==> src/tsc_pkg.sv <==
// ----------------------------------------------------------------------------
// Shared constants and types of the touch converter serial control block
// ----------------------------------------------------------------------------
package tsc_pkg;

   // Core clock period and the slowest allowed answer to a conv_clock falling edge.
   localparam int CLK_PERIOD_NS   = 40;
   localparam int T_OUT_MAX_NS    = 200;
   localparam int OUT_MAX_CYC     = (T_OUT_MAX_NS / CLK_PERIOD_NS < 1) ? 1
                                    : T_OUT_MAX_NS / CLK_PERIOD_NS;
   // Two synchroniser stages, one edge detect flop and one output flop.
   localparam int PIN_LATENCY_CYC = 4;

   // Framing counts of the serial link.
   localparam int CMD_BITS        = 8;
   localparam int ACQ_AFTER_BITS  = 4;
   localparam int RES_HI          = 12;
   localparam int RES_LO          = 8;

   // APB register offsets (byte addresses).
   localparam logic [7:0] OFF_SAMPLE = 8'h00;
   localparam logic [7:0] OFF_RESULT = 8'h04;
   localparam logic [7:0] OFF_STATUS = 8'h08;

   // STATUS field positions.
   localparam int ST_BUSY_BIT  = 0;
   localparam int ST_REF_BIT   = 1;
   localparam int ST_ADC_BIT   = 2;
   localparam int ST_DRIVE_BIT = 3;
   localparam int ST_IRQEN_BIT = 4;
   localparam int ST_STATE_LSB = 6;
   localparam int ST_CTRL_LSB  = 8;

   // Reset values.
   localparam logic [7:0]  CTRL_RST   = 8'h00;
   localparam logic [2:0]  SYNC_RST   = 3'h4;
   localparam logic [31:0] RDATA_RST  = 32'h0000_0000;

   // Control byte as it arrives, most significant bit first.
   typedef struct packed {
      logic       start_flag;
      logic [2:0] channel_sel;
      logic       res_8bit;
      logic       ref_select;
      logic       power_bit1;
      logic       power_bit0;
   } tsc_ctrl_t;

   // Power and driver outputs travel together.
   typedef struct packed {
      logic drive;
      logic adc_on;
      logic ref_on;
      logic irq_en;
   } tsc_power_t;

   // Conversion sequence, Gray coded along its path.
   typedef enum logic [1:0] {
      CV_IDLE  = 2'b00,
      CV_ARMED = 2'b01,
      CV_BUSY  = 2'b11,
      CV_SHIFT = 2'b10
   } tsc_conv_t;

   // Register select codes of the APB decoder.
   typedef enum logic [1:0] {
      RS_NONE   = 2'b00,
      RS_SAMPLE = 2'b01,
      RS_RESULT = 2'b11,
      RS_STATUS = 2'b10
   } tsc_rsel_t;

endpackage

==> src/tsc_serial_ctrl.sv <==
`timescale 1ns/1ns
module tsc_serial_ctrl #(
   parameter int RES_W = 12
) (
   input  wire logic        pclk,
   input  wire logic        presetn,
   input  wire logic        psel,
   input  wire logic        penable,
   input  wire logic        pwrite,
   input  wire logic [7:0]  paddr,
   input  wire logic [31:0] pwdata,
   output logic      [31:0] prdata,
   output logic             pready,
   output logic             pslverr,
   input  wire logic        select_n,
   input  wire logic        conv_clock,
   input  wire logic        serial_in,
   output logic             serial_out,
   output logic             serial_out_oe,
   output logic             busy,
   output logic             busy_oe,
   output logic      [2:0]  channel_sel,
   output logic             touch_drive,
   output logic             adc_power,
   output logic             ref_power,
   output logic             touch_irq_en
);

   // ----------------------------------------------------------------------
   // Elaboration checks
   // ----------------------------------------------------------------------
   // The bit counter is four bits wide and 8-bit mode needs a wider code.
   if (RES_W <= tsc_pkg::RES_LO || RES_W > 16) begin : g_bad_width
      $error("RES_W must lie above the short resolution and at most 16");
   end
   if (tsc_pkg::PIN_LATENCY_CYC > tsc_pkg::OUT_MAX_CYC) begin : g_bad_clock
      $error("Core clock too slow to answer conv_clock edges in time");
   end

   // ----------------------------------------------------------------------
   // Decoding
   // ----------------------------------------------------------------------
   // Maps a byte address onto a register select code.
   function automatic tsc_pkg::tsc_rsel_t reg_sel(input logic [7:0] addr);
      tsc_pkg::tsc_rsel_t sel;
      unique case (addr)
         tsc_pkg::OFF_SAMPLE: sel = tsc_pkg::RS_SAMPLE;
         tsc_pkg::OFF_RESULT: sel = tsc_pkg::RS_RESULT;
         tsc_pkg::OFF_STATUS: sel = tsc_pkg::RS_STATUS;
         default:             sel = tsc_pkg::RS_NONE;
      endcase
      return sel;
   endfunction

   // ----------------------------------------------------------------------
   // Pin synchronisers
   // ----------------------------------------------------------------------
   logic [2:0] pin_raw;
   logic [2:0] meta_reg;
   logic [2:0] sync_reg;
   logic       cclk_d_reg;

   assign pin_raw = {select_n, conv_clock, serial_in};

   // Each pin passes two flops; only the second stage is read by logic.
   for (genvar i = 0; i < 3; i++) begin : g_sync
      always_ff @(posedge pclk or negedge presetn) begin
         if (!presetn) begin
            meta_reg[i] <= tsc_pkg::SYNC_RST[i];
            sync_reg[i] <= tsc_pkg::SYNC_RST[i];
         end else begin
            meta_reg[i] <= pin_raw[i];
            sync_reg[i] <= meta_reg[i];
         end
      end
   end

   // Delayed copy of the synchronised link clock for edge detection.
   always_ff @(posedge pclk or negedge presetn) begin
      if (!presetn) begin
         cclk_d_reg <= 1'b0;
      end else begin
         cclk_d_reg <= sync_reg[1];
      end
   end

   logic sel_act;
   logic cclk_rise;
   logic cclk_fall;
   logic sin;

   assign sel_act   = ~sync_reg[2];
   assign cclk_rise = sync_reg[1] & ~cclk_d_reg;
   assign cclk_fall = ~sync_reg[1] & cclk_d_reg;
   assign sin       = sync_reg[0];

   // ----------------------------------------------------------------------
   // Link state: control byte receiver and conversion sequencer
   // ----------------------------------------------------------------------
   logic [3:0]           rx_cnt_reg, rx_cnt_next;
   logic [6:0]           rx_shift_reg, rx_shift_next;
   tsc_pkg::tsc_ctrl_t   ctrl_reg, ctrl_next;
   tsc_pkg::tsc_conv_t   conv_reg, conv_next;
   logic [3:0]           bit_cnt_reg, bit_cnt_next;
   logic [RES_W-1:0]     data_reg, data_next;
   logic [RES_W-1:0]     result_reg, result_next;
   logic [RES_W-1:0]     sample_reg, sample_next;
   tsc_pkg::tsc_power_t  pwr_reg, pwr_next;
   logic                 sout_reg, sout_next;
   logic                 sout_oe_reg, sout_oe_next;
   logic                 busy_reg, busy_next;
   logic                 busy_oe_reg, busy_oe_next;
   logic                 acq_phase;
   logic                 conv_phase;

   // Next values of everything that faces the serial link.
   always_comb begin
      rx_cnt_next   = rx_cnt_reg;
      rx_shift_next = rx_shift_reg;
      ctrl_next     = ctrl_reg;
      conv_next     = conv_reg;
      bit_cnt_next  = bit_cnt_reg;
      data_next     = data_reg;
      result_next   = result_reg;
      sout_next     = sout_reg;
      busy_next     = busy_reg;
      pwr_next      = pwr_reg;
      sout_oe_next  = sel_act;
      busy_oe_next  = sel_act;
      if (!sel_act) begin
         rx_cnt_next = 4'h0;
         conv_next   = tsc_pkg::CV_IDLE;
         sout_next   = 1'b0;
         busy_next   = 1'b0;
      end else begin
         if (cclk_rise) begin
            if (rx_cnt_reg == 4'h0) begin
               if (sin) begin
                  rx_cnt_next   = 4'h1;
                  rx_shift_next = 7'h01;
               end
            end else if (rx_cnt_reg == 4'(tsc_pkg::CMD_BITS - 1)) begin
               ctrl_next   = tsc_pkg::tsc_ctrl_t'({rx_shift_reg, sin});
               rx_cnt_next = 4'h0;
               conv_next   = tsc_pkg::CV_ARMED;
            end else begin
               rx_shift_next = {rx_shift_reg[5:0], sin};
               rx_cnt_next   = rx_cnt_reg + 4'h1;
            end
         end
         if (cclk_fall) begin
            unique case (conv_reg)
               tsc_pkg::CV_ARMED: begin
                  busy_next    = 1'b1;
                  conv_next    = tsc_pkg::CV_BUSY;
                  sout_next    = 1'b0;
                  pwr_next.ref_on = ctrl_reg.power_bit1;
                  data_next    = sample_reg;
                  result_next  = ctrl_reg.res_8bit
                                 ? RES_W'(sample_reg[RES_W-1 -: tsc_pkg::RES_LO])
                                 : sample_reg;
               end
               tsc_pkg::CV_BUSY: begin
                  busy_next    = 1'b0;
                  sout_next    = data_reg[RES_W-1];
                  data_next    = {data_reg[RES_W-2:0], 1'b0};
                  bit_cnt_next = ctrl_reg.res_8bit ? 4'(tsc_pkg::RES_LO - 1)
                                                   : 4'(RES_W - 1);
                  conv_next    = tsc_pkg::CV_SHIFT;
               end
               tsc_pkg::CV_SHIFT: begin
                  if (bit_cnt_reg == 4'h0) begin
                     sout_next = 1'b0;
                     conv_next = tsc_pkg::CV_IDLE;
                  end else begin
                     sout_next    = data_reg[RES_W-1];
                     data_next    = {data_reg[RES_W-2:0], 1'b0};
                     bit_cnt_next = bit_cnt_reg - 4'h1;
                  end
               end
               tsc_pkg::CV_IDLE: begin
                  sout_next = 1'b0;
               end
            endcase
         end
      end
      acq_phase  = (rx_cnt_reg >= 4'(tsc_pkg::ACQ_AFTER_BITS))
                   || (conv_reg == tsc_pkg::CV_ARMED);
      conv_phase = (conv_reg == tsc_pkg::CV_BUSY) || (conv_reg == tsc_pkg::CV_SHIFT);
      pwr_next.drive  = sel_act && (acq_phase || (conv_phase && !ctrl_reg.ref_select));
      pwr_next.adc_on = sel_act && (ctrl_reg.power_bit0 || conv_reg != tsc_pkg::CV_IDLE);
      pwr_next.irq_en = !ctrl_reg.power_bit0 && (conv_reg == tsc_pkg::CV_IDLE);
   end

   // Registers of the link state; the reference bit is kept across deselect.
   always_ff @(posedge pclk or negedge presetn) begin
      if (!presetn) begin
         rx_cnt_reg   <= 4'h0;
         rx_shift_reg <= 7'h00;
         ctrl_reg     <= tsc_pkg::CTRL_RST;
         conv_reg     <= tsc_pkg::CV_IDLE;
         bit_cnt_reg  <= 4'h0;
         data_reg     <= '0;
         result_reg   <= '0;
         pwr_reg      <= '0;
         sout_reg     <= 1'b0;
         sout_oe_reg  <= 1'b0;
         busy_reg     <= 1'b0;
         busy_oe_reg  <= 1'b0;
      end else begin
         rx_cnt_reg   <= rx_cnt_next;
         rx_shift_reg <= rx_shift_next;
         ctrl_reg     <= ctrl_next;
         conv_reg     <= conv_next;
         bit_cnt_reg  <= bit_cnt_next;
         data_reg     <= data_next;
         result_reg   <= result_next;
         pwr_reg      <= pwr_next;
         sout_reg     <= sout_next;
         sout_oe_reg  <= sout_oe_next;
         busy_reg     <= busy_next;
         busy_oe_reg  <= busy_oe_next;
      end
   end

   // ----------------------------------------------------------------------
   // APB slave
   // ----------------------------------------------------------------------
   logic                pready_reg, pready_next;
   logic                pslverr_reg, pslverr_next;
   logic [31:0]         prdata_reg, prdata_next;
   logic                apb_access;
   logic                apb_done;
   tsc_pkg::tsc_rsel_t  apb_sel;
   logic                apb_ok;
   logic [31:0]         status_word;

   // One wait state keeps read data and the error flag straight from flops.
   always_comb begin
      apb_access  = psel && penable;
      apb_done    = apb_access && pready_reg;
      apb_sel     = reg_sel(paddr);
      apb_ok      = (apb_sel != tsc_pkg::RS_NONE)
                    && (!pwrite || apb_sel == tsc_pkg::RS_SAMPLE);
      pready_next = apb_access && !pready_reg;
      sample_next = sample_reg;
      if (apb_done && pwrite && apb_sel == tsc_pkg::RS_SAMPLE) begin
         sample_next = pwdata[RES_W-1:0];
      end
      status_word = '0;
      status_word[tsc_pkg::ST_BUSY_BIT]  = busy_reg;
      status_word[tsc_pkg::ST_REF_BIT]   = pwr_reg.ref_on;
      status_word[tsc_pkg::ST_ADC_BIT]   = pwr_reg.adc_on;
      status_word[tsc_pkg::ST_DRIVE_BIT] = pwr_reg.drive;
      status_word[tsc_pkg::ST_IRQEN_BIT] = pwr_reg.irq_en;
      status_word[tsc_pkg::ST_STATE_LSB +: 2] = conv_reg;
      status_word[tsc_pkg::ST_CTRL_LSB +: 8]  = ctrl_reg;
      prdata_next = tsc_pkg::RDATA_RST;
      if (pready_next && !pwrite) begin
         unique case (apb_sel)
            tsc_pkg::RS_SAMPLE: prdata_next = 32'(sample_reg);
            tsc_pkg::RS_RESULT: prdata_next = 32'(result_reg);
            tsc_pkg::RS_STATUS: prdata_next = status_word;
            tsc_pkg::RS_NONE:   prdata_next = tsc_pkg::RDATA_RST;
         endcase
      end
      pslverr_next = pready_next && !apb_ok;
   end

   // Bus registers and the sample code that the converter will return.
   always_ff @(posedge pclk or negedge presetn) begin
      if (!presetn) begin
         pready_reg  <= 1'b0;
         pslverr_reg <= 1'b0;
         prdata_reg  <= tsc_pkg::RDATA_RST;
         sample_reg  <= '0;
      end else begin
         pready_reg  <= pready_next;
         pslverr_reg <= pslverr_next;
         prdata_reg  <= prdata_next;
         sample_reg  <= sample_next;
      end
   end

   // ----------------------------------------------------------------------
   // Outputs
   // ----------------------------------------------------------------------
   assign prdata        = prdata_reg;
   assign pready        = pready_reg;
   assign pslverr       = pslverr_reg;
   assign serial_out    = sout_reg;
   assign serial_out_oe = sout_oe_reg;
   assign busy          = busy_reg;
   assign busy_oe       = busy_oe_reg;
   assign channel_sel   = ctrl_reg.channel_sel;
   assign touch_drive   = pwr_reg.drive;
   assign adc_power     = pwr_reg.adc_on;
   assign ref_power     = pwr_reg.ref_on;
   assign touch_irq_en  = pwr_reg.irq_en;

endmodule

==> config.mk <==
export PLATFORM = sky130hd
export DESIGN_NAME = tsc_serial_ctrl
export DESIGN_NICKNAME = d
export VERILOG_FILES = /design/src/tsc_pkg.sv /design/src/tsc_serial_ctrl.sv
export SDC_FILE = /design/constraint.sdc
export NUM_CORES = 1
export LEC_CHECK = 0
export BUFFER_PORTS_ARGS = -buffer_cell sky130_fd_sc_hd__clkbuf_2
export CORE_UTILIZATION = 35
export DETAILED_ROUTE_END_ITERATION = 12
export PLACE_DENSITY = 0.55
export SYNTH_ARGS = -nofsm -noshare
export SYNTH_HDL_FRONTEND = slang
export SYNTH_SLANG_ARGS = --single-unit
==> constraint.sdc <==
create_clock -name pclk -period 2.1 [get_ports pclk]
set_input_delay 0.21 -clock pclk [delete_from_list [all_inputs] [get_ports pclk]]
set_output_delay 0.21 -clock pclk [all_outputs]
set_load 0.005 [all_outputs]
After elaboration in Yosys (flattened, before gate mapping)
Cells that the tools add are included.
W data, S select, Z words.
{"block": "word_totals", "regBits": 109, "input_bits": 48, "word_cells": 125}
{"block": "classes", "addsub": 2, "n_lt_le_gt_ge": 1, "n_eq_ne": 13, "mux": 31, "bitwise_logic": 6, "n_reduce_logical": 42}
{"cell": "$pmux W32 S4", "n": 1}
{"cell": "$pmux W12 S3", "n": 1}
{"cell": "$mux W32", "n": 1}
{"cell": "$mux W4", "n": 7}
{"cell": "$mux W12", "n": 2}
{"cell": "$mux W7", "n": 3}
{"cell": "$reduce_and A4 Y1", "n": 4}
{"cell": "$logic_and A1 B1 Y1", "n": 12}
{"cell": "$mux W2", "n": 6}
{"cell": "$pmux W2 S3", "n": 2}
{"cell": "$reduce_bool A2 Y1", "n": 5}
{"cell": "$eq A2 B2 Y1 const B", "n": 4}
{"cell": "$eq A8 B3 Y1 const B", "n": 1}
{"cell": "$eq A8 B4 Y1 const B", "n": 1}
{"cell": "$logic_not A4 Y1", "n": 2}
{"cell": "$logic_not A8 Y1", "n": 1}
{"cell": "$pmux W4 S2", "n": 1}
{"cell": "$ne A2 B2 Y1 const B", "n": 3}
{"cell": "$reduce_bool A3 Y1", "n": 2}
{"cell": "$logic_not A1 Y1", "n": 5}
{"cell": "$logic_or A1 B1 Y1", "n": 5}
{"cell": "$mux W1", "n": 5}
{"cell": "$add A4 B1 Y4 const B", "n": 1}
{"cell": "$eq A2 B1 Y1 const B", "n": 2}
{"cell": "other kinds (12)", "n": 18}

Depth between registers and ports, before layout
Gate-level depths: netlist (run 1).
{"block": "depth", "word_depth": 8, "depth_mapped": 8}

Worst setup path before layout (run 1)
No wires, ideal clock.
{"block": "synth_path", "kind": "register -> register", "startpoint": "register bit_cnt_reg[1]", "endpoint": "register data_reg[10]", "setup_ns": 0.129, "t_arrival_ns": 1.776, "required_ns": 1.971, "path_slack_ns": 0.195, "stages_incl_launch_ff": 9, "path_buffers": 2, "cell_sequence": "dfrtp_1 inv_1 ha_1 or3b_2 clkbuf_1 a21oi_1 or2_2 clkbuf_2 o21ai_0"}
{"block": "synth_between", "elab_chain_len": 3}
{"item": "from (decl)", "line_no": "tsc_serial_ctrl.sv:104", "source": "logic [3:0] bit_cnt_reg, bit_cnt_next;"}
{"item": "from (signal assigned)", "line_no": "tsc_serial_ctrl.sv:215", "source": "bit_cnt_reg <= bit_cnt_next;"}
{"item": "$logic_not A4 Y1", "line_no": "tsc_serial_ctrl.sv:172", "source": "if (bit_cnt_reg == 4'h0) begin"}
{"item": "$ne A2 B2 Y1 (no line)"}
{"item": "$reduce_and A4 Y1 (no line)"}
{"item": "to (signal assigned)", "line_no": "tsc_serial_ctrl.sv:216", "source": "data_reg <= data_next;"}
{"item": "to (decl)", "line_no": "tsc_serial_ctrl.sv:105", "source": "logic [RES_W-1:0] data_reg, data_next;"}
Every way passes these cells.
A chain may end at the register's enable or synchronous reset.

Final worst setup path (run 1)
{"block": "layout_path", "startpoint": "register cclk_d_reg", "endpoint": "register ctrl_reg[3] (netlist bit)"}
{"block": "layout_between", "elab_chain_len": 3}
{"item": "from (decl)", "line_no": "tsc_serial_ctrl.sv:61", "source": "logic cclk_d_reg;"}
{"item": "from (signal assigned)", "line_no": "tsc_serial_ctrl.sv:83", "source": "cclk_d_reg <= sync_reg[1];"}
{"item": "$not A1 Y1", "line_no": "tsc_serial_ctrl.sv:93", "source": "assign cclk_rise = sync_reg[1] & ~cclk_d_reg;"}
{"item": "$and A1 B1 Y1", "line_no": "tsc_serial_ctrl.sv:93"}
{"item": "$reduce_and A4 Y1 (no line)"}
{"item": "to (signal assigned)", "line_no": "tsc_serial_ctrl.sv:200", "source": "ctrl_reg <= tsc_pkg::CTRL_RST;"}
{"item": "to (signal assigned)", "line_no": "tsc_serial_ctrl.sv:213", "source": "ctrl_reg <= ctrl_next;"}
{"item": "to (decl)", "line_no": "tsc_serial_ctrl.sv:102", "source": "tsc_pkg::tsc_ctrl_t ctrl_reg, ctrl_next;"}
Every way passes these cells.

==> tab_implementation.tex, run 1 <==
\begin{tabular}{lr}
\hline
Metric & Value \\
\hline
\multicolumn{2}{l}{\textbf{Synth}} \\
Number of different library cells in the post-synthesis netlist & between 40 and 50 \\
Register bit total from synthesis & between 90 and 100 \\
Post-synthesis share of cell area spent on and, or, nand and nor gates & 0.111 \\
Synth Flop Type & sky130\_fd\_sc\_hd\_\_dfrtp\_1 \\
Post-synthesis instance area & between 4000 and 5000 sq um \\
Synthesized-area fraction occupied by ao, oa, aoi and oai cells & 0.110 \\
Proportion of netlist area held by the largest area contributor & 0.540 \\
Mean instance size in the synthesized netlist & 11.2 sq um \\
Fraction of the mapped netlist area in adder cells & 0.0113 \\
Instance count of the mapped netlist & 378 \\
Fraction of synthesized cell area in xor and xnor cells & 0 \\
Top-count cell post-synth & sky130\_fd\_sc\_hd\_\_dfrtp\_1 \\
Post-synth ARST share & 1.00 \\
Cell type with the highest aggregate area in the netlist & sky130\_fd\_sc\_hd\_\_dfrtp\_1 \\
Dominant combinational cell family by area after synthesis & multiplexers \\
Leading post-synthesis cells by cell area & sky130\_fd\_sc\_hd\_\_dfrtp\_1, sky130\_fd\_sc\_hd\_\_mux2i\_1, sky130\_fd\_sc\_hd\_\_mux2\_4, sky130\_fd\_sc\_hd\_\_o21ai\_0, sky130\_fd\_sc\_hd\_\_buf\_4 \\
Sequential-to-total area share from yosys stat & 0.552 \\
Yosys synthesis warning count & 0 \\
Multiplexer share of the synthesized area & 0.148 \\
EDFF count, synth & 0 \\
List of most frequent post-synthesis cells & sky130\_fd\_sc\_hd\_\_dfrtp\_1, sky130\_fd\_sc\_hd\_\_o21ai\_0, sky130\_fd\_sc\_hd\_\_nor2\_1, sky130\_fd\_sc\_hd\_\_mux2i\_1, sky130\_fd\_sc\_hd\_\_nand2\_1 \\
\multicolumn{2}{l}{\textbf{Clock network}} \\
TritonCTS clock tree & done \\
Number of H-tree branching levels & 3 \\
Clock Root Buffer & sky130\_fd\_sc\_hd\_\_clkbuf\_16 \\
Number of sinks driven by the clock tree & 93 \\
Clock transition at the registers of the reported paths & $\sim$0.060 ns \\
Clock latency on the worst-skew pair & 0.34 ns \\
Post-CTS Repair Setup Buffers & 0 \\
Resize count post-CTS & 0 \\
Total clock buffers created by CTS & 9 \\
Max Buffers Root-to-Sink & 2 \\
\multicolumn{2}{l}{\textbf{Floorplan}} \\
Core Rows & 39 \\
Die width & 112 um \\
Die height & 112 um \\
Ports placed on the boundary & slightly above 90 \\
Die area & 12,500 sq um \\
Core region area & 11,600 sq um \\
Starting Density & 0.365 \\
\multicolumn{2}{l}{\textbf{Placed design}} \\
RePlAce Congestion & 0.758 \\
Worst setup timing slack at the placement stage & 0.206 ns \\
Detailed-placement wirelength estimate & 6000 um \\
Post-DP Area & 4630 sq um \\
Number of buffers inserted by port buffering & 56 \\
\multicolumn{2}{l}{\textbf{Critical path}} \\
Maximum fanout along the worst path & 6 \\
CP delay by family, top & simple AND/OR/NAND/NOR gates \\
Crit end category & flip-flop \\
Number of buffers and inverters on the critical path & 1 \\
Worst endpoint data arrival time & 2.12 ns \\
Required time at the worst-slack endpoint & 2.32 ns \\
Critical Path Max Stage Delay & 0.50 ns \\
Type of element launching the critical path & flip-flop \\
CP Cell Sequence & and2b\_4 > nand2\_1 > or4b\_1 > buf\_4 > mux2\_4 \\
Cell with the biggest individual delay on the critical path & sky130\_fd\_sc\_hd\_\_or4b\_1 \\
Class of the most critical setup path & flip-flop to flip-flop \\
\multicolumn{2}{l}{\textbf{Global routing}} \\
Total gr overflow & 0 \\
Number of global-route vias before repair & about 2,800 \\
Largest net degree at the start of global routing & 50 \\
Antenna violations before repair & 0 \\
First-pass GRT wire length & 14,500 um \\
Global-route total usage across every layer & 0.149 \\
\multicolumn{2}{l}{\textbf{STA}} \\
Minimum clock period & 1.90 ns \\
Post-route clock period utilization & 0.903 \\
Final setup violating endpoints & 0 \\
Worst slew margin & 0.624 \\
Final critical-path setup slack & 0.203 ns \\
Setup skew after layout & approximately 0.0094 ns \\
Highest clock frequency the design can meet & 0.527 GHz \\
Fin Setup TNS & 0 ns \\
Final hold violation count & 0 \\
Number of pins exceeding their max-slew limit in the final report & 0 \\
RSZ-0062 raised after global routing & no \\
Worst slew pin tran & 0.559 ns \\
\multicolumn{2}{l}{\textbf{Pwr}} \\
Power density of the placed cells & 711 nW/um\^{}2 \\
Peak supply drop & between 0.0003 and 0.0004 V \\
Leak & $\sim$0.0024 uW \\
\multicolumn{2}{l}{\textbf{Job}} \\
Number of maximum-capacitance constraint violations & 0 \\
\multicolumn{2}{l}{\textbf{Drt}} \\
Drt wl/cell & 14.6 um \\
Final routed DRC violation total & 8 \\
DR vias/cell & 4.92 \\
Final ANT Viol Nets & 0 \\
Number of detailed-routing iterations run before antenna repair & 11 \\
Initial DRC count & around 140 \\
Routed Wire Length & 8540 um \\
Vias after detailed routing & 2,885 \\
\multicolumn{2}{l}{\textbf{Final layout}} \\
Diode count & 0 \\
Layout-stage area growth over the synthesis result & 17.1\% \\
Layout fillers & 1,125 \\
Max reg flops & 16 \\
Final standard cell area without fillers & between 4000 and 5000 sq um \\
Fraction of final layout cells sized beyond drive strength 1 & 0.257 \\
FF+latch area & 2330 sq um \\
Area of the multi-input gates & 1660 sq um \\
Final-stage net count & 492 \\
\multicolumn{2}{l}{\textbf{Run status}} \\
Violated checks & design-rule violations \\
Run status & finished, violations left \\
\multicolumn{2}{l}{\textbf{Worst hold path}} \\
Class of the tightest hold or removal check & primary input to flip-flop \\
\hline
\end{tabular}
## where the power goes
part	switching, uW	internal, uW
combinational	93.1	64.3
clock	622	898
sequential	20.5	1820
## final timing paths
kind | start | to | slack, ns | depth (start not counted)
setup / recovery | cclk_d_reg$_DFF_PN0_ | ctrl_reg[3]$_DFFE_PN0P_ | 0.20 | 5
hold / removal | pwdata[3] | sample_reg[3]$_DFFE_PN0P_ | 0.1 | 2
setup reg to reg | cclk_d_reg$_DFF_PN0_ | ctrl_reg[3]$_DFFE_PN0P_ | 0.20 | 5
hold reg to reg | meta_reg[0]$_DFF_PN0_ | sin$_DFF_PN0_ | 0.35 | 0
max in group asynchronous | presetn | result_reg[0]$_DFFE_PN0P_ | 1.19 | 3
min in group asynchronous | presetn | busy_oe$_DFF_PN0_ | 0.24 | 2
## per-stage QoR
stage | util | hold slack, ns | total power, uW | instances
2_1_floorplan | - | -0.0856 | 1950 | 393
3_5_place_dp | 0.400 | 0.0530 | 2020 | 569
6_report | 0.427 | 0.0957 | 3510 | 586
4_1_cts | 0.427 | 0.0823 | 3570 | 586
5_1_grt | 0.427 | 0.0962 | 3650 | 586
3_3_place_gp | 0.400 | 0.0484 | 2020 | 569
## cells by family after synthesis
group,after synthesis
adder cells (fa/ha/maj),4
AO/OA/AOI/OAI,82
other,1
AND/OR/NAND/NOR,95
flip-flops,93
buffers and inverters,50
multiplexers,53
## layer usage
layer,global-route usage,up-vias,part of all wire
met3,0.0381,12,0.042
met4,0.0649,0,0.017
li1,-,1404,-
met5,0,-,0
met1,0.207,1403,0.49
met2,0.221,66,0.45
## timing repair
item	4_1_cts	5_1_grt
endpoints found under the hold margin	58	0
hold buffers	4	0
endpoints found under the setup margin	0	0
## layout by cell type, fill, tap and decap left out, drive strengths merged, types with 2 or more instances in the layout
cell,synthesis,layout
dfrtp,91,91
clkbuf,14,65
o21ai,45,45
nor2,33,33
mux2i,32,32
nand2,28,28
a21oi,21,21
mux2,21,21
buf,26,18
conb,1,16
inv,10,10
a22o,7,7
and3,4,4
nor3,4,4
dlygate4sd3,0,4
or4,4,4
or3,3,3
ha,3,3
or3b,3,3
nor4,2,2
nand2b,2,2
a31oi,2,2
and2,2,2
nand4,2,2
clkinv,0,2
dfstp,2,2
## cell type report
cell class | instances | share of cell area
sequential | 93 | 0.472
inverter | 10 | 0.00760
tap | 143 | 0.0362
timing repair buffer | 77 | 0.0937
multi-input combinational | 250 | 0.336
clock buffer | 10 | 0.0464
clock inverter | 3 | 0.00811
(Power assumes the default switching activity.)
==> run 2: changes to the inputs <==
Settings changed: CTS_BUF_LIST set to sky130_fd_sc_hd__clkbuf_4 sky130_fd_sc_hd__clkbuf_8 sky130_fd_sc_hd__clkbuf_16.
==> run 2 against run 1 <==
  * Largest power group unchanged
  * Via count up 0.17%
  * Sequential cell count unchanged
  * The run still ends with design-rule violations left
  * Hold slack improved by 0.0019 ns
  * Critical path type unchanged
  * Combinational power about the same
  * Cell count stayed put
  * Critical path depth unchanged
  * Core utilization about the same
  * Maximum frequency about the same
  * Count of clock-buffer cells in the layout is the same
  * Largest cell class unchanged
==> tab_implementation.tex, run 2 (synthesis gave the netlist of run 1 again) <==
\begin{tabular}{lr}
\hline
Metric & Value \\
\hline
\multicolumn{2}{l}{\textbf{Pwr}} \\
Peak supply drop & 0.000335 V (-0.98\%) \\
Leak & 0.00239 uW (+0.14\%) \\
Power density of the placed cells & 713 nW/um\^{}2 (+0.24\%) \\
\multicolumn{2}{l}{\textbf{Clock network}} \\
Clock transition at the registers of the reported paths & 0.06 ns (about the same) \\
Max Buffers Root-to-Sink & 2 (unchanged) \\
Total clock buffers created by CTS & 9 (unchanged) \\
Clock Root Buffer & sky130\_fd\_sc\_hd\_\_clkbuf\_16 \\
TritonCTS clock tree & done \\
Number of sinks driven by the clock tree & 93 (unchanged) \\
Number of H-tree branching levels & 3 (unchanged) \\
Clock latency on the worst-skew pair & 0.34 ns (about the same) \\
Resize count post-CTS & 0 (unchanged) \\
\multicolumn{2}{l}{\textbf{STA}} \\
RSZ-0062 raised after global routing & no \\
Post-route clock period utilization & 0.904 (about the same) \\
Highest clock frequency the design can meet & 0.527 GHz (about the same) \\
Setup skew after layout & 0.00884 ns (-0.000613 ns) \\
Number of pins exceeding their max-slew limit in the final report & 0 (unchanged) \\
Worst slew pin tran & 0.559 ns (-0.0000422 ns) \\
Final hold violation count & 0 (unchanged) \\
Final critical-path setup slack & 0.203 ns (-0.000339 ns) \\
Minimum clock period & 1.90 ns (+0.000339 ns) \\
Fin Setup TNS & 0 ns (unchanged) \\
Worst slew margin & 0.624 (about the same) \\
Final setup violating endpoints & 0 (unchanged) \\
\multicolumn{2}{l}{\textbf{Floorplan}} \\
Starting Density & 0.365 (unchanged) \\
Die height & 112 um (unchanged) \\
Ports placed on the boundary & 93 (unchanged) \\
Core region area & 11,600 sq um (unchanged) \\
Die width & 112 um (unchanged) \\
Core Rows & 39 (unchanged) \\
Die area & 12,500 sq um (unchanged) \\
\multicolumn{2}{l}{\textbf{Worst hold path}} \\
Class of the tightest hold or removal check & primary input to flip-flop \\
Worst hold stages & 2 (unchanged) \\
\multicolumn{2}{l}{\textbf{Final layout}} \\
Final-stage net count & 492 (unchanged) \\
Highest-count cells in the layout ignoring fill and taps & sky130\_fd\_sc\_hd\_\_dfrtp\_1, sky130\_fd\_sc\_hd\_\_clkbuf\_2, sky130\_fd\_sc\_hd\_\_o21ai\_0 \\
Max reg flops & 16 (unchanged) \\
Area of the multi-input gates & 1660 sq um (unchanged) \\
Diode count & 0 (unchanged) \\
Layout-stage area growth over the synthesis result & 17.2\% (about the same) \\
Fraction of final layout cells sized beyond drive strength 1 & 0.260 (+0.00226) \\
Final standard cell area without fillers & 4940 sq um (about the same) \\
Layout fillers & 1,125 (unchanged) \\
Most common cell after layout, fill and taps aside & sky130\_fd\_sc\_hd\_\_dfrtp\_1 \\
FF+latch area & 2330 sq um (unchanged) \\
\multicolumn{2}{l}{\textbf{Global routing}} \\
Number of global-route vias before repair & 2,840 (unchanged) \\
First-pass GRT wire length & 14,500 um (unchanged) \\
Global-route total usage across every layer & 0.149 (unchanged) \\
Antenna violations before repair & 0 (unchanged) \\
Total gr overflow & 0 (unchanged) \\
Largest net degree at the start of global routing & 50 (unchanged) \\
\multicolumn{2}{l}{\textbf{Placed design}} \\
Worst setup timing slack at the placement stage & 0.206 ns (unchanged) \\
Detailed-placement wirelength estimate & 6000 um (unchanged) \\
Post-DP Area & 4630 sq um (unchanged) \\
Number of buffers inserted by port buffering & 56 (unchanged) \\
RePlAce Congestion & 0.758 (unchanged) \\
\multicolumn{2}{l}{\textbf{Drt}} \\
Initial DRC count & 142 (unchanged) \\
Drt wl/cell & 14.6 um (+0.12\%) \\
Routed Wire Length & 8550 um (+0.12\%) \\
Final routed DRC violation total & 8 (unchanged) \\
Number of detailed-routing iterations run before antenna repair & 11 (unchanged) \\
Final ANT Viol Nets & 0 (unchanged) \\
DR vias/cell & 4.93 (+0.17\%) \\
Vias after detailed routing & 2,890 (+0.17\%) \\
\multicolumn{2}{l}{\textbf{Critical path}} \\
Maximum fanout along the worst path & 6 (unchanged) \\
Number of cells on the worst reg-to-reg path & 5 (unchanged) \\
Required time at the worst-slack endpoint & 2.32 ns (about the same) \\
Crit end category & flip-flop \\
Worst endpoint data arrival time & 2.11 ns (about the same) \\
Type of element launching the critical path & flip-flop \\
Class of the most critical setup path & flip-flop to flip-flop \\
\multicolumn{2}{l}{\textbf{Run status}} \\
Run status & finished, violations left \\
Violated checks & design-rule violations \\
\multicolumn{2}{l}{\textbf{Job}} \\
Number of maximum-capacitance constraint violations & 0 (unchanged) \\
\hline
\end{tabular}
[run 2: final timing paths]
kind	start	slack [ns]	endpoint
max	cclk_d_reg$_DFF_PN0_	0.20	ctrl_reg[3]$_DFFE_PN0P_
min	pwdata[3]	0.1	sample_reg[3]$_DFFE_PN0P_
max reg2reg	cclk_d_reg$_DFF_PN0_	0.20	ctrl_reg[3]$_DFFE_PN0P_
min reg2reg	meta_reg[0]$_DFF_PN0_	0.35	sin$_DFF_PN0_
max in group asynchronous	presetn	1.19	result_reg[0]$_DFFE_PN0P_
min in group asynchronous	presetn	0.24	busy_oe$_DFF_PN0_
[run 2: final cells by class]
cell class / count / share of cell area
clock buffer: 10 / 0.0471
clock inverter: 3 / 0.00810
inverter: 10 / 0.00759
multi-input combinational: 250 / 0.336
sequential: 93 / 0.471
tap: 143 / 0.0362
timing repair buffer: 77 / 0.0936
[run 2: metrics by stage]
stage / total power (uW) / std cells / hold slack, ns / utilization
after detailed placement: 2020 / 569 / 0.0530 / 0.400
after CTS: 3580 / 586 / 0.0823 / 0.427
after global placement: 2020 / 569 / 0.0484 / 0.400
after global routing: 3660 / 586 / 0.0962 / 0.427
final: 3520 / 586 / 0.0975 / 0.427
after floorplan: 1950 / 393 / -0.0856 / -
[run 2: what timing repair did]
action                    CTS  global route
hold buffers                4             0
hold endpoints to repair   58             0
setup buffers               0             0
[run 2: power breakdown]
| part | switching [uW] | internal, uW | leakage, uW |
|---|---|---|---|
| registers | 20.5 | 1820 | 0.00127 |
| clock network | 620 | 911 | 0.000137 |
| logic | 93.1 | 64.3 | 0.000983 |
| total | 734 | 2790 | 0.00239 |
[run 2: worst max-delay path: stages, from the launching register on]
cell and delay, ns:
sky130_fd_sc_hd__dfrtp_1 0.42, sky130_fd_sc_hd__and2b_4 0.30, sky130_fd_sc_hd__nand2_1 0.08, sky130_fd_sc_hd__or4b_1 0.50
sky130_fd_sc_hd__buf_4 0.18, sky130_fd_sc_hd__mux2_4 0.29
[run 2: metal layers]
layer,vias up,global-route usage,routed length [um]
li1,1404,-,-
met1,1409,0.207,4250
met2,69,0.221,3870
met3,8,0.0381,316
met4,0,0.0649,108
met5,-,0,0
